--- src/common/pmie_defs.svh ---
// Opcode, field and reset constants for the move instruction executor
// Overview of operation
// [RL1] Move to bidir_port_two copies the addressed RAM nibble to its latch in one cycle
// [RL2] Move to high_sink_output_port copies the addressed RAM nibble in one cycle
// [RL3] System clock select writes act only when dual-clock option is chosen
// [RL4] Clock select bit 0: clear picks main_osc_freq, set picks sub_osc_freq
// [RL5] Clock select bit 1: clear runs main oscillator, set stops it
// [RL6] Clock select bit 3: divider 1 is 14-stage when clear, 13-stage when set
// [RL7] Wake-enable instruction loads per-pin falling-edge wake mask from its immediate
// [RL8] Timer zero immediate set loads eight bits and starts timer zero
// [RL9] Timer one immediate set loads eight bits and starts timer one
// [RL10] Timer zero low preset takes the addressed RAM nibble in one cycle
// [RL11] Timer zero high preset takes the addressed RAM nibble in one cycle
// [RL12] Timer zero high move decodes by fixed nine-bit prefix plus address field
// [RL13] Timer one low preset takes the addressed RAM nibble in one cycle
// [RL14] Seven-bit direct address field reaches any data RAM location
// [RL15] Each timer preset joins high nibble above low nibble into eight bits; timer one preset here keeps its high nibble at zero
`ifndef PMIE_DEFS_SVH
`define PMIE_DEFS_SVH
`define PMIE_OP_HI          15
`define PMIE_PFX_LO         7
`define PMIE_IMM8_HI        7
`define PMIE_IMM8_PFX_LO    8
`define PMIE_IMM4_PFX_LO    4
`define PMIE_IMM4_HI        3
`define PMIE_PFX_BIDIR2     9'h0b5
`define PMIE_PFX_HSINK      9'h0b8
`define PMIE_PFX_SCS        9'h0a0
`define PMIE_PFX_T0L        9'h028
`define PMIE_PFX_T0H        9'h029
`define PMIE_PFX_T1L        9'h02a
`define PMIE_PFX_WAKE       12'h410
`define PMIE_PFX_T0IMM      8'h10
`define PMIE_PFX_T1IMM      8'h11
`define PMIE_SCS_SUB_BIT    0
`define PMIE_SCS_STOP_BIT   1
`define PMIE_SCS_DIV13_BIT  3
`define PMIE_RST_NIB        4'h0
`define PMIE_RST_SCS        4'h0
`define PMIE_RST_BYTE       8'h00
`define PMIE_RAM_DEPTH      128
`endif

--- src/common/pmie_pkg.sv ---
// Types shared by the move instruction executor
package pmie_pkg;
  typedef logic [3:0]  pmie_nib_t;
  typedef logic [6:0]  pmie_addr_t;
  typedef logic [7:0]  pmie_byte_t;
  typedef logic [15:0] pmie_instr_t;
  typedef enum logic [3:0] {
    PMIE_OP_NONE,
    PMIE_OP_BIDIR2,
    PMIE_OP_HSINK,
    PMIE_OP_SCS,
    PMIE_OP_WAKE,
    PMIE_OP_T0IMM,
    PMIE_OP_T1IMM,
    PMIE_OP_T0L,
    PMIE_OP_T0H,
    PMIE_OP_T1L
  } pmie_op_t;
endpackage

--- src/rtl/pmie_dmem.sv ---
// Data RAM, 128 nibbles, one write port and one asynchronous read port
`timescale 1ns/1ps
`include "pmie_defs.svh"
module pmie_dmem (
  input  wire logic                 i_clk,
  input  wire logic                 i_we,
  input  wire pmie_pkg::pmie_addr_t i_waddr,
  input  wire pmie_pkg::pmie_nib_t  i_wdata,
  input  wire pmie_pkg::pmie_addr_t i_raddr,
  output pmie_pkg::pmie_nib_t       o_rdata
);
  import pmie_pkg::*;
  // No reset on contents: RAM is undefined at power-up, as in the core
  pmie_nib_t mem_r [`PMIE_RAM_DEPTH];
  always_ff @(posedge i_clk) begin
    if (i_we) begin
      mem_r[i_waddr] <= i_wdata;
    end
  end
  // Full 7-bit index, every location reachable
  assign o_rdata = mem_r[i_raddr]; // RL14
endmodule // pmie_dmem

--- src/rtl/pmie_top.sv ---
// Executor for port, clock-select, wake-enable and timer move instructions
`timescale 1ns/1ps
`include "pmie_defs.svh"
module pmie_top (
  input  wire logic                  i_clk,
  input  wire logic                  i_rst_b,
  input  wire logic                  i_instr_valid,
  input  wire pmie_pkg::pmie_instr_t i_instr,
  input  wire logic                  i_dual_clock_opt,
  input  wire logic                  i_ram_we,
  input  wire pmie_pkg::pmie_addr_t  i_ram_waddr,
  input  wire pmie_pkg::pmie_nib_t   i_ram_wdata,
  output pmie_pkg::pmie_nib_t        o_bidir_port_two,
  output pmie_pkg::pmie_nib_t        o_high_sink_output_port,
  output logic                       o_sub_osc_sel,
  output logic                       o_main_osc_stop,
  output logic                       o_div1_13_stage,
  output pmie_pkg::pmie_nib_t        o_stop_wake_enable_mask,
  output logic                       o_timer_zero_start,
  output pmie_pkg::pmie_byte_t       o_timer_zero_load,
  output logic                       o_timer_one_start,
  output pmie_pkg::pmie_byte_t       o_timer_one_load,
  output pmie_pkg::pmie_byte_t       o_timer_zero_preset,
  output pmie_pkg::pmie_byte_t       o_timer_one_preset
);
  import pmie_pkg::*;

  pmie_op_t   op;
  pmie_addr_t src_addr;
  pmie_nib_t  src_nib;
  logic [8:0] pfx9;

  pmie_nib_t  bidir_r, bidir_nxt;
  pmie_nib_t  hsink_r, hsink_nxt;
  pmie_nib_t  scs_r, scs_nxt;
  pmie_nib_t  wake_r, wake_nxt;
  logic       t0_start_r, t0_start_nxt;
  logic       t1_start_r, t1_start_nxt;
  pmie_byte_t t0_load_r, t0_load_nxt;
  pmie_byte_t t1_load_r, t1_load_nxt;
  pmie_nib_t  t0_lo_r, t0_lo_nxt;
  pmie_nib_t  t0_hi_r, t0_hi_nxt;
  pmie_nib_t  t1_lo_r, t1_lo_nxt;
  pmie_byte_t t0_pre_r, t0_pre_nxt;
  pmie_byte_t t1_pre_r, t1_pre_nxt;

  assign pfx9     = i_instr[`PMIE_OP_HI:`PMIE_PFX_LO];
  assign src_addr = i_instr[`PMIE_PFX_LO-1:0]; // RL14

  pmie_dmem u_dmem (
    .i_clk   (i_clk),
    .i_we    (i_ram_we),
    .i_waddr (i_ram_waddr),
    .i_wdata (i_ram_wdata),
    .i_raddr (src_addr),
    .o_rdata (src_nib)
  );

  // Opcode decode; prefixes are disjoint so order does not matter
  always_comb begin
    op = PMIE_OP_NONE;
    if (i_instr_valid) begin
      if (pfx9 == `PMIE_PFX_BIDIR2) begin
        op = PMIE_OP_BIDIR2;
      end else if (pfx9 == `PMIE_PFX_HSINK) begin
        op = PMIE_OP_HSINK;
      end else if (pfx9 == `PMIE_PFX_SCS) begin
        op = PMIE_OP_SCS;
      end else if (pfx9 == `PMIE_PFX_T0L) begin
        op = PMIE_OP_T0L;
      end else if (pfx9 == `PMIE_PFX_T0H) begin
        op = PMIE_OP_T0H; // RL12
      end else if (pfx9 == `PMIE_PFX_T1L) begin
        op = PMIE_OP_T1L;
      end else if (i_instr[`PMIE_OP_HI:`PMIE_IMM4_PFX_LO] == `PMIE_PFX_WAKE) begin
        op = PMIE_OP_WAKE;
      end else if (i_instr[`PMIE_OP_HI:`PMIE_IMM8_PFX_LO] == `PMIE_PFX_T0IMM) begin
        op = PMIE_OP_T0IMM;
      end else if (i_instr[`PMIE_OP_HI:`PMIE_IMM8_PFX_LO] == `PMIE_PFX_T1IMM) begin
        op = PMIE_OP_T1IMM;
      end
    end
  end

  // Next-state for every latch; each instruction completes at the next edge
  always_comb begin
    bidir_nxt    = bidir_r;
    hsink_nxt    = hsink_r;
    scs_nxt      = scs_r;
    wake_nxt     = wake_r;
    t0_start_nxt = 1'b0;
    t1_start_nxt = 1'b0;
    t0_load_nxt  = t0_load_r;
    t1_load_nxt  = t1_load_r;
    t0_lo_nxt    = t0_lo_r;
    t0_hi_nxt    = t0_hi_r;
    t1_lo_nxt    = t1_lo_r;
    case (op)
      PMIE_OP_BIDIR2: begin
        bidir_nxt = src_nib; // RL1
      end
      PMIE_OP_HSINK: begin
        hsink_nxt = src_nib; // RL2
      end
      PMIE_OP_SCS: begin
        // Single-clock parts keep their fixed clocking
        if (i_dual_clock_opt) begin
          scs_nxt = i_instr[`PMIE_IMM4_HI:0]; // RL3
        end
      end
      PMIE_OP_WAKE: begin
        wake_nxt = i_instr[`PMIE_IMM4_HI:0]; // RL7
      end
      PMIE_OP_T0IMM: begin
        t0_load_nxt  = i_instr[`PMIE_IMM8_HI:0]; // RL8
        t0_start_nxt = 1'b1; // RL8
      end
      PMIE_OP_T1IMM: begin
        t1_load_nxt  = i_instr[`PMIE_IMM8_HI:0]; // RL9
        t1_start_nxt = 1'b1; // RL9
      end
      PMIE_OP_T0L: begin
        t0_lo_nxt = src_nib; // RL10
      end
      PMIE_OP_T0H: begin
        t0_hi_nxt = src_nib; // RL11
      end
      PMIE_OP_T1L: begin
        t1_lo_nxt = src_nib; // RL13
      end
      default: begin
      end
    endcase
    // No instruction loads the high nibble of timer one preset; held at zero here
    t0_pre_nxt = {t0_hi_nxt, t0_lo_nxt}; // RL15
    t1_pre_nxt = {`PMIE_RST_NIB, t1_lo_nxt}; // RL15
  end

  always_ff @(posedge i_clk) begin
    if (!i_rst_b) begin
      bidir_r    <= `PMIE_RST_NIB;
      hsink_r    <= `PMIE_RST_NIB;
      scs_r      <= `PMIE_RST_SCS;
      wake_r     <= `PMIE_RST_NIB;
      t0_start_r <= 1'b0;
      t1_start_r <= 1'b0;
      t0_load_r  <= `PMIE_RST_BYTE;
      t1_load_r  <= `PMIE_RST_BYTE;
      t0_lo_r    <= `PMIE_RST_NIB;
      t0_hi_r    <= `PMIE_RST_NIB;
      t1_lo_r    <= `PMIE_RST_NIB;
      t0_pre_r   <= `PMIE_RST_BYTE;
      t1_pre_r   <= `PMIE_RST_BYTE;
    end else begin
      bidir_r    <= bidir_nxt;
      hsink_r    <= hsink_nxt;
      scs_r      <= scs_nxt;
      wake_r     <= wake_nxt;
      t0_start_r <= t0_start_nxt;
      t1_start_r <= t1_start_nxt;
      t0_load_r  <= t0_load_nxt;
      t1_load_r  <= t1_load_nxt;
      t0_lo_r    <= t0_lo_nxt;
      t0_hi_r    <= t0_hi_nxt;
      t1_lo_r    <= t1_lo_nxt;
      t0_pre_r   <= t0_pre_nxt;
      t1_pre_r   <= t1_pre_nxt;
    end
  end

  assign o_bidir_port_two        = bidir_r;
  assign o_high_sink_output_port = hsink_r;
  assign o_sub_osc_sel           = scs_r[`PMIE_SCS_SUB_BIT]; // RL4
  assign o_main_osc_stop         = scs_r[`PMIE_SCS_STOP_BIT]; // RL5
  assign o_div1_13_stage         = scs_r[`PMIE_SCS_DIV13_BIT]; // RL6
  assign o_stop_wake_enable_mask = wake_r;
  assign o_timer_zero_start      = t0_start_r;
  assign o_timer_zero_load       = t0_load_r;
  assign o_timer_one_start       = t1_start_r;
  assign o_timer_one_load        = t1_load_r;
  assign o_timer_zero_preset     = t0_pre_r;
  assign o_timer_one_preset      = t1_pre_r;
endmodule // pmie_top

--- config.mk ---
export PLATFORM = sky130hd
export DESIGN_NAME = pmie_top
export DESIGN_NICKNAME = d
export VERILOG_FILES = /design/src/common/pmie_pkg.sv /design/src/rtl/pmie_dmem.sv /design/src/rtl/pmie_top.sv
export VERILOG_INCLUDE_DIRS = /design/src /design/src/common
export SDC_FILE = /design/constraint.sdc
export NUM_CORES = 1
export LEC_CHECK = 0
export ABC_AREA = 1
export BUFFER_PORTS_ARGS = -buffer_cell sky130_fd_sc_hd__buf_2
export CORE_MARGIN = 3
export CORE_UTILIZATION = 45
export CTS_CLUSTER_DIAMETER = 80
export DETAILED_ROUTE_END_ITERATION = 8
export PLACE_DENSITY = 0.69
export SYNTH_ARGS = -nofsm -noshare
export SYNTH_HDL_FRONTEND = slang
export SYNTH_SLANG_ARGS = --single-unit
--- constraint.sdc ---
create_clock -name i_clk -period 1.55 [get_ports i_clk]
set_input_delay 0.0775 -clock i_clk [delete_from_list [all_inputs] [get_ports i_clk]]
set_output_delay 0.0775 -clock i_clk [all_outputs]
set_load 0.02 [all_outputs]
# == Word level (Yosys, flattened, before mapping) ==
# Memory sizes are Yosys's and may differ from the RTL's.
# Index checks and enable logic that the tools add are counted.
# classes
n_eq_ne,18
n_mux,17
reduce_logical,1
# ops
operator,count
2-to-1 mux 4 bit,10
"equality test 9 x 6 -> 1 bit, second input constant",3
"equality test 9 x 8 -> 1 bit, second input constant",3
"equality test 4 x 3 -> 1 bit, second input constant",4
"equality test 8 x 5 -> 1 bit, second input constant",2
"equality test 12 x 11 -> 1 bit, second input constant",1
2-to-1 mux 3 bit,3
"equality test 4 x 2 -> 1 bit, second input constant",2
"equality test 4 bit, second input constant",2
"equality test 4 x 1 -> 1 bit, second input constant",1
2-to-1 mux 1 bit,4
AND reduction 2 bit,1
# totals
reg_bits,58
ram_bits,512
in_bits,32
output_inout_bits,49
word_cells,50
mem_count,1
# memory_table
name,words,width,read_ports,rd_ports_with_merged_regs,write_ports,line_no,source
u_dmem.mem_r,128,4,1,0,1,pmie_dmem.sv:14,pmie_nib_t mem_r [`PMIE_RAM_DEPTH];

# == Longest topological paths before layout ==
# Gate-level depths: netlist of run 1.
# logic_depth
depth_word,13
mapped_depth,16
depth_no_buf,13

# == Hierarchy ==
# Synthesis of run 1 repeated with hierarchy kept, for this count alone.
# hier_totals
cells_unflattened,2247
hier_area_um2,23762.8
# by_module_without_submodules
mod,instances,cells_each,area_per_inst_um2
pmie_dmem,1,1882,21415.5
pmie_top,1,365,2347.3

# == Least setup slack after synthesis of run 1 ==
# No wires, ideal clock.
# synth_timing
path_type,input to register
from,in i_instr[1]
to,"reg bidir_r[3], in the netlist o_bidir_port_two[3]"
t_arrival_ps,1232
t_required_ps,1426
setup_slack_ps,194
stages,13
cell_sequence,buf_4 > inv_2 > buf_4 > buf_2 > nor2_1 > o21ai_0 > nand3_1 > nand3_1 > nand2_1 > a21oi_1 > nand3_1 > nand2_2 > a21oi_1
# synth_between
elab_chain_len,1
# synth_rtl
item,line_no,source
"start, declared",pmie_top.sv:8,"input wire pmie_pkg::pmie_instr_t i_instr,"
memory read (128 x 4 bit),-,
"end signal, assigned",pmie_top.sv:141,bidir_r <= `PMIE_RST_NIB;
"end signal, assigned",pmie_top.sv:155,bidir_r <= bidir_nxt;
"end, declared",pmie_top.sv:33,"pmie_nib_t bidir_r, bidir_nxt;"
# No other way between the ends.
# A chain may end at the register's enable or synchronous reset.

# == Worst setup path after layout of run 1 ==
# layout_timing
from,mem u_dmem.mem_r[20][1] (netlist name)
to,"reg hsink_r[1], in the netlist o_high_sink_output_port[1]"
# layout_between
elab_chain_len,1
# layout_rtl
item,line_no,source
"start, declared",pmie_dmem.sv:14,
memory read (128 x 4 bit),-,
"end signal, assigned",pmie_top.sv:142,hsink_r <= `PMIE_RST_NIB;
"end signal, assigned",pmie_top.sv:156,hsink_r <= hsink_nxt;
"end, declared",pmie_top.sv:34,"pmie_nib_t hsink_r, hsink_nxt;"
# No other way between the ends.

==> flow_summary.toml, run 1 <==
[clocking]
cts_buffers = 56
cts_tree = "built"
insertion_delay_ps = 610
cts_sinks = 557
clkTransAtPathRegs_ps = 60
htreeDepth = 2
root_buffer = "clkbuf_16"
cts_max_path_buffers = 3

[global_route]
grt_usage_pct = 21.9
grt_antenna_before_repair = 0
grt-ovfl-total = 0
grt_pass1_wl_mm = 96.0
first_global_vias = 17100
grt_max_degree = 53

[power]
combPwrFrac_pct = 7.5
peakVddDrop_uv = 892
p_int_w = 0.0245
power_frac_seq_pct = 52.1
clkPwrFrac_pct = 40.4
p_sw_share_pct = 22.4
switching_power_w = 0.00708
leakagePower_nw = 10.9
power_density_mw_per_mm2 = 1120

[synth]
seq_area_frac_synth_pct = 68.6
synth_warnings = 0
postSynthCellCount = 2242
syn_avg_cell_area_um2 = 10.6
ys_types = 32
syn-cell-area_mm2 = 0.0237
ys_ff_latch = 557

[routing]
wire_per_inst_um = 19.4
vias = 17200
drc = 0
routed_wl_mm = 61.8
routed_via_density = 5.41
drt-initial-drc-count = 1936
drtPass1Iterations = 7
antenna_left = 0

[floorplan]
dieWidth_um = 236
fp-row-count = 83
dieArea_mm2 = 0.0555
core_region_area_mm2 = 0.0517
start_util_pct = 45.9
io_pins = 81
die_h_um = 236

[placed_design]
portBuffers = 76
dp_hpwl_mm = 40.8
dp_cells = 3066
place_congestion = 0.909
dp_slack_ps = -377

[flow_run]
maxCapViolCount = 0

[cells_and_area]
drive_above_1_share_pct = 17.0
n_antenna_cell = 0
synthToLayoutAreaGrowth_pct = 19.1
nNetsFinal = 2487
final_util_pct = 54.6
final_cells = 3180

[sta]
finalHoldViolations = 0
finalSetupViolations = 20
fmax_ghz = 0.613
setup_slack_ps = -80.1
period_share_pct = 105
finalCriticalPeriod_ps = 1630
clock_skew_ps = 12.0
grt_setup_unrepaired = "true"
drv_slew = 0

[outcome]
status = "finished, violations left"
failed_checks = "setup timing"

[setup_path]
cp.arrival_ps = 2110
start_kind = "flip-flop"
crit_path_end_kind = "flip-flop"
path_max_fanout = 4
path_class = "reg -> reg"
required_ps = 2030

[min_path]
min_path_type = "in -> reg"
[power by group through the flow]
stage | logic [W] | registers, W | clock network [W]
after floorplan | 0.00117 | 0.0168 | 0
after global placement | 0.00220 | 0.0168 | 0
after detailed placement | 0.00223 | 0.0168 | 0
after CTS | 0.00231 | 0.0165 | 0.0129
after global routing | 0.00256 | 0.0164 | 0.0136
final | 0.00237 | 0.0165 | 0.0128
[worst max-delay path: stages, from the launching register on]
cell      delay [ps]
edfxtp_1         370
nor2_1           120
nor2_1            60
o21ai_1           90
nand3_1          100
nand3_2           90
nand2_2           90
nand2_1           70
nand2_1           90
nor2_2           150
nand2_4          100
nand2_2          100
a21oi_1           70
[cell type report]
cell class              instances  area (um2)
clock buffers                  81        1560
clock inverters                22         159
fillers                      4321       23500
inverters                     124         473
multi-input cells            1433        6380
flip-flops and latches        557       16300
well taps                     680         851
repair buffers                283        2540
[final timing paths]
check | startpoint | end | slack (ps) | cells past startpoint
setup reg to reg | u_dmem.mem_r[20][1] | o_high_sink_output_port[1] | -80 | 12
setup / recovery | u_dmem.mem_r[20][1] | o_high_sink_output_port[1] | -80 | 12
hold / removal | i_instr[4] | o_timer_one_load[4] | 50 | 4
hold reg to reg | o_timer_one_load[0] | o_timer_one_load[0] | 450 | 2
[what timing repair did]
| item | CTS | global route |
|---|---|---|
| endpoints found under the hold margin | 114 | 0 |
| buffers inserted | 0 | 1 |
| hold buffers | 10 | 0 |
| gates resized for setup | 41 | 28 |
| endpoints found under the setup margin | 20 | 28 |
| pin swaps | 7 | 21 |
[cell families after synthesis]
kind of cell    Yosys count  synth area share (%)
other cells               1                0.0158
simple gates           1282                  22.7
buf+inv                 255                  5.47
compound gates          147                  3.21
flops                   557                  68.6
[per-stage QoR]
stage	power, W	hold slack, ps	area (um2)	setup TNS [ps]
floorplan	0.0179	176	23700	0
finish	0.0316	53.3	28200	-936
CTS	0.0317	21.2	28100	-242
detailed placement	0.0190	437	26200	-15360
global placement	0.0190	429	26200	-7380
global route	0.0326	65.4	28200	-2920
[layer usage]
metal / global-route usage, % / wire [um]
met2: 36.3 / 29300
met5: 0 / 0
met4: 8.19 / 2270
met3: 4.21 / 5140
met1: 28.8 / 25100
[cells in the final DEF, fill, tap and decap left out, types with 18 or more instances in the layout]
cell         n
nand2_1    621
edfxtp_1   512
nand3_1    335
nor2_1     240
buf_4      154
inv_1      114
buf_2       70
o21ai_0     67
clkbuf_16   57
dfxtp_1     45
buf_12      44
a21oi_1     41
o21ai_1     22
nand3_2     19
clkbuf_1    18
[synth_stat cells (all sizes together)]
cell type    n  area (um2)
edfxtp     512       15400
clkbuf      27         101
inv        122         460
nand2      647        2450
nor4         1        6.26
nand4        6        43.8
buf        104         728
o21ai       89         445
dfxtp       45         901
nand3      355        1800
nor3        18        95.1
o211ai      10        75.1
clkinv       2        7.51
conb         1        3.75
nor2       254         976
a21oi       48         240
or2          1        6.26
[flip-flops by register name, indices dropped and copies added (netlist names)]
signal                   count
u_dmem.mem_r               512
o_timer_one_load             8
o_timer_zero_load            8
o_bidir_port_two             4
o_high_sink_output_port      4
o_stop_wake_enable_mask      4
o_timer_one_preset           4
t0_hi_r                      4
scs_r                        3
t0_lo_r                      3
o_timer_one_start            1
o_timer_zero_preset          1
o_timer_zero_start           1
No activity file was read; power rests on OpenSTA's default activity.
==> inputs of run 2 (changes only) <==
--- a/config.mk
+++ b/config.mk
@@ -8,6 +8,7 @@
 export LEC_CHECK = 0
 export ABC_AREA = 1
 export BUFFER_PORTS_ARGS = -buffer_cell sky130_fd_sc_hd__buf_2
+export CORE_ASPECT_RATIO = 1.25
 export CORE_MARGIN = 3
 export CORE_UTILIZATION = 45
 export CTS_CLUSTER_DIAMETER = 80
==> flow_summary.toml, run 2 (same netlist as run 1, synthesis figures left out) <==
[global_route]
grt_antenna_before_repair = 0
grt_pass1_wl_mm = 94.9
grt_max_degree = 77
grt_usage_pct = 21.9
grt-ovfl-total = 0
first_global_vias = 17200

[sta]
clock_skew_ps = 10.5
period_share_pct = 105
maxSlewHeadroom_pct = 55.0
finalHoldViolations = 0
finalSetupViolations = 19
tightest_slew_ps = 673
drv_slew = 0
worst_hold_slack_ps = 50.8
fmax_ghz = 0.612
grt_setup_unrepaired = "true"
finalCriticalPeriod_ps = 1630
setup_slack_ps = -82.8

[setup_path]
worstReg2RegEnd = "o_bidir_port_two[3]"
worstReg2RegStart = "u_dmem.mem_r[22][3]"
cp.arrival_ps = 2080
crit_start = "u_dmem.mem_r[22][3]"
path_class = "reg -> reg"
cp_top_family = "simple AND/OR/NAND/NOR gates"
slowest_delay_ps = 350
required_ps = 2000
r2r_cells = 10
crit_path_end_kind = "flip-flop"
cp_cell_sequence = "nor2_1 > nor2_1 > a21oi_1 > o21ai_0 > nand3_1 > nand2_2 > a21oi_2 > nand3_2 > nand2_4 > a21oi_1"
worst-path-stages = 10
path_max_fanout = 5
crit_path_end = "o_bidir_port_two[3]"
reg2reg_setup_slack_ps = -80
cp.buffers_inverters = 0
crit_slowest_cell = "edfxtp_1"
start_kind = "flip-flop"

[routing]
antenna_left = 0
drtPass1Iterations = 6
routed_via_density = 5.46
wire_per_inst_um = 19.6
drt-initial-drc-count = 1873
vias = 17000
routed_wl_mm = 61.1
drc = 0

[min_path]
worstHoldStart = "i_instr[4]"
hold_depth = 4
min_path_type = "in -> reg"

[cells_and_area]
n_antenna_cell = 0
nFillCells = 4331
final_cell_mix = "nand2_1 (621), edfxtp_1 (512), nand3_1 (326)"
synthToLayoutAreaGrowth_pct = 17.3
top_register = "u_dmem.mem_r"
drive_above_1_share_pct = 16.1
final_common_cell = "nand2_1"
nNetsFinal = 2442
largest_reg_flops = 512

[clocking]
htreeDepth = 2
insertion_delay_ps = 580
cts_tree = "built"
cts_sinks = 557
root_buffer = "clkbuf_16"
clkTransAtPathRegs_ps = 60
cts_setup_buffers = 0
cts_max_path_buffers = 3
cts_buffers = 51

[power]
power_w = 0.0306
peakVddDrop_uv = 830
leakagePower_nw = 10.6
power_density_mw_per_mm2 = 1100

[floorplan]
core_region_area_mm2 = 0.0518
die_h_um = 263
dieArea_mm2 = 0.0555
dieWidth_um = 211
fp-row-count = 93
start_util_pct = 45.8
io_pins = 81

[flow_run]
maxCapViolCount = 0

[outcome]
status = "finished, violations left"
failed_checks = "setup timing"

[placed_design]
place_congestion = 0.874
dp_slack_ps = -448
portBuffers = 76
dp_hpwl_mm = 39.1
## run 2: cell types whose count changed in the layout (fill, tap and decap cells not counted), sizes merged
cell,change
buf,-39
clkbuf,-16
clkinvlp,+5
clkinv,+3
inv,-2
bufinv,-1
dlygate4sd3,-1
## run 2: cell type report
| type | instances | area, um2 | share of cell area (%) |
|---|---|---|---|
| clock buffers | 65 | 1390 | 5.00 |
| inverters | 124 | 473 | 1.70 |
| clock inverters | 27 | 165 | 0.594 |
| repair buffers | 243 | 2190 | 7.87 |
| multi-input cells | 1433 | 6490 | 23.3 |
| well taps | 665 | 832 | 2.99 |
| flip-flops and latches | 557 | 16300 | 58.5 |
## run 2: routing by layer
metal	GRT usage, %	vias up	routed length [um]
met2	38.5	718	31000
met1	27.3	8180	23400
met5	0	-	0
li1	-	7952	-
met4	9.05	0	2400
met3	2.70	144	4290
## run 2: stage by stage
step | std cells | area [um2] | TNS, ps | util (%)
after floorplan | 2245 | 23700 | 0 | -
after global placement | 3014 | 25800 | -7110 | 49.9
after detailed placement | 3014 | 25800 | -9960 | 49.9
after CTS | 3114 | 27600 | -698 | 53.4
after global routing | 3114 | 27800 | -2500 | 53.7
final | 3114 | 27800 | -695 | 53.7
## run 2: worst min-delay path: stages
cell	delay [ps]
buf_2	160
clkinv_1	70
buf_4	190
a21oi_1	90
## run 2: power by group
| group | internal, W | switching [W] | leakage [nW] |
|---|---|---|---|
| Clock | 0.00650 | 0.00533 | 0.753 |
| Sequential | 0.0164 | 0.0000141 | 4.97 |
| Combinational | 0.000756 | 0.00159 | 4.91 |
| Total | 0.0237 | 0.00693 | 10.6 |
## run 2: how the worst min path moves through the flow
stage	endpoint	slack, ps
2_1_floorplan	u_dmem.mem_r[0][0]	180
3_3_place_gp	u_dmem.mem_r[113][3]	400
3_5_place_dp	u_dmem.mem_r[113][3]	400
4_1_cts	o_timer_zero_load[4]	20
5_1_grt	o_timer_zero_load[4]	60
6_report	o_timer_zero_load[4]	50
## run 2: timing repair
action / CTS / global route
resized for setup: 50 / 37
pin swaps: 22 / 23
endpoints found under the setup margin: 20 / 20
hold buffers: 9 / 0
endpoints found under the hold margin: 80 / 0
==> inputs of run 3 (changes only) <==
--- a/config.mk
+++ b/config.mk
@@ -13,7 +13,7 @@
 export CORE_UTILIZATION = 45
 export CTS_CLUSTER_DIAMETER = 80
 export DETAILED_ROUTE_END_ITERATION = 8
-export PLACE_DENSITY = 0.69
+export PLACE_DENSITY = 0.71
 export SYNTH_ARGS = -nofsm -noshare
 export SYNTH_HDL_FRONTEND = slang
 export SYNTH_SLANG_ARGS = --single-unit
==> constraint.sdc (replaced) <==
create_clock -name i_clk -period 1.41 [get_ports i_clk]
set_input_delay 0.0705 -clock i_clk [delete_from_list [all_inputs] [get_ports i_clk]]
set_output_delay 0.0705 -clock i_clk [all_outputs]
set_load 0.005 [all_outputs]
==> flow_summary.toml, run 3 (same netlist as run 1, synthesis figures left out) <==
[outcome]
status = "finished, violations left"
failed_checks = "setup timing"

[floorplan]
io_pins = 81
die_h_um = 263
dieArea_mm2 = 0.0555
start_util_pct = 45.8
core_region_area_mm2 = 0.0518
dieWidth_um = 211
fp-row-count = 93

[placed_design]
portBuffers = 76
place_congestion = 0.896
dp_slack_ps = -522
dp_hpwl_mm = 39.5

[sta]
fmax_ghz = 0.598
drv_slew = 0
clock_skew_ps = 12.6
finalCriticalPeriod_ps = 1670
setup_slack_ps = -261
finalSetupViolations = 20
grt_setup_unrepaired = "true"
tightest_slew_ps = 609
period_share_pct = 119
finalHoldViolations = 0
maxSlewHeadroom_pct = 59.2

[routing]
drtPass1Iterations = 6
vias = 17200
wire_per_inst_um = 19.4
routed_via_density = 5.44
drt-initial-drc-count = 1679
antenna_left = 0
drc = 0
routed_wl_mm = 61.3

[setup_path]
reg2reg_setup_slack_ps = -260
start_kind = "flip-flop"
cp.arrival_ps = 2110
crit_start = "u_dmem.mem_r[125][3]"
worstReg2RegEnd = "o_high_sink_output_port[3]"
crit_path_end = "o_high_sink_output_port[3]"
path_class = "reg -> reg"
worstReg2RegStart = "u_dmem.mem_r[125][3]"
path_max_fanout = 5
r2r_cells = 11
crit_path_end_kind = "flip-flop"
required_ps = 1850

[cells_and_area]
synthToLayoutAreaGrowth_pct = 19.9
nNetsFinal = 2487
nFillCells = 4182
final_common_cell = "nand2_1"
final_cell_mix = "nand2_1 (623), edfxtp_1 (512), nand3_1 (309)"
multi_input_area_mm2 = 0.00665
top_register = "u_dmem.mem_r"
drive_above_1_share_pct = 18.9
largest_reg_flops = 512
n_antenna_cell = 0
regArea_mm2 = 0.0163

[global_route]
grt_max_degree = 57
grt_antenna_before_repair = 0
grt_busiest_layer = "met2"
grt_pass1_wl_mm = 94.2
grt_usage_pct = 21.8
met3_usage_pct = 2.51
grt-ovfl-total = 0
first_global_vias = 17200
met2_usage_pct = 39.1
gr-usage-met1_pct = 25.9

[clocking]
cts_sinks = 557
root_buffer = "clkbuf_16"
htreeDepth = 2
cts_buffers = 49
cts_tree = "built"
insertion_delay_ps = 570
cts_max_path_buffers = 3
clkTransAtPathRegs_ps = 60

[power]
leakagePower_nw = 11.0
peakVddDrop_uv = 774
power_density_mw_per_mm2 = 1210
power_w = 0.0344

[flow_run]
maxCapViolCount = 0

[min_path]
worstHoldStart = "i_ram_wdata[3]"
min_path_type = "in -> reg"
-- run 3: changes by cell type in the layout (fill, tap and decap cells not counted), sizes merged --
cell,before,now
buf,234,283
inv,123,124
clkinv,22,24
bufinv,1,7
clkinvlp,5,2
clkbuf,65,56
dlygate4sd3,9,7
-- run 3: area by class of cell --
cell class | count | area share (%)
Timing Repair Buffer | 290 | 9.05
Inverter | 124 | 1.66
Clock buffer | 56 | 4.55
Clock inverter | 33 | 1.18
Multi-Input combinational cell | 1433 | 23.4
Sequential cell | 557 | 57.2
Tap cell | 665 | 2.93
-- run 3: routing by layer --
layer | part of all wire (%) | wire, um | vias to the layer above
met5 | 0 | 0 | -
met3 | 7.0 | 4300 | 184
met2 | 52 | 31800 | 742
li1 | - | - | 8046
met4 | 4.6 | 2850 | 0
met1 | 36 | 22300 | 8221
-- run 3: through the flow --
stage | utilization, % | std cells | area (um2) | hold slack [ps] | TNS (ps)
CTS | 54.7 | 3158 | 28300 | 6.50 | -1820
finish | 54.9 | 3158 | 28400 | 32.8 | -2160
detailed placement | 50.7 | 3062 | 26200 | 401 | -31370
global route | 54.9 | 3158 | 28400 | 25.1 | -3810
floorplan | - | 2245 | 23700 | 169 | 0
global placement | 50.7 | 3062 | 26200 | 367 | -21040
-- run 3: power by group --
group | internal [W] | leakage [nW] | switching (W)
Clock | 0.00786 | 0.798 | 0.00579
Combinational | 0.000871 | 5.21 | 0.00176
Sequential | 0.0181 | 4.97 | 0.0000160
-- run 3: worst max-delay path: stages (launching register included) --
cell and delay, ps:
edfxtp_1 380, nand2_1 100, nand3_2 90, nand3_2 100, nand2_2 80, nand2_2 60
nand2_2 40, o211ai_1 260, buf_4 190, nand2_4 70, nand2_8 100, a21oi_2 60
-- run 3: repair_timing --
item	CTS	global route
setup endpoints to repair	20	20
gates resized for setup	84	33
endpoints found under the hold margin	53	0
hold buffers	7	0
setup buffers	0	0
pin swaps	41	35
-- run 3: how the worst min path moves through the flow --
| stage | to | slack [ps] | cells past startpoint |
|---|---|---|---|
| floorplan | u_dmem.mem_r[0][0] | 170 | 0 |
| global placement | o_timer_zero_load[7] | 370 | 3 |
| detailed placement | o_timer_zero_load[7] | 400 | 3 |
| CTS | o_timer_one_load[6] | 6 | 4 |
| global route | u_dmem.mem_r[19][3] | 30 | 2 |
| finish | u_dmem.mem_r[19][3] | 30 | 2 |
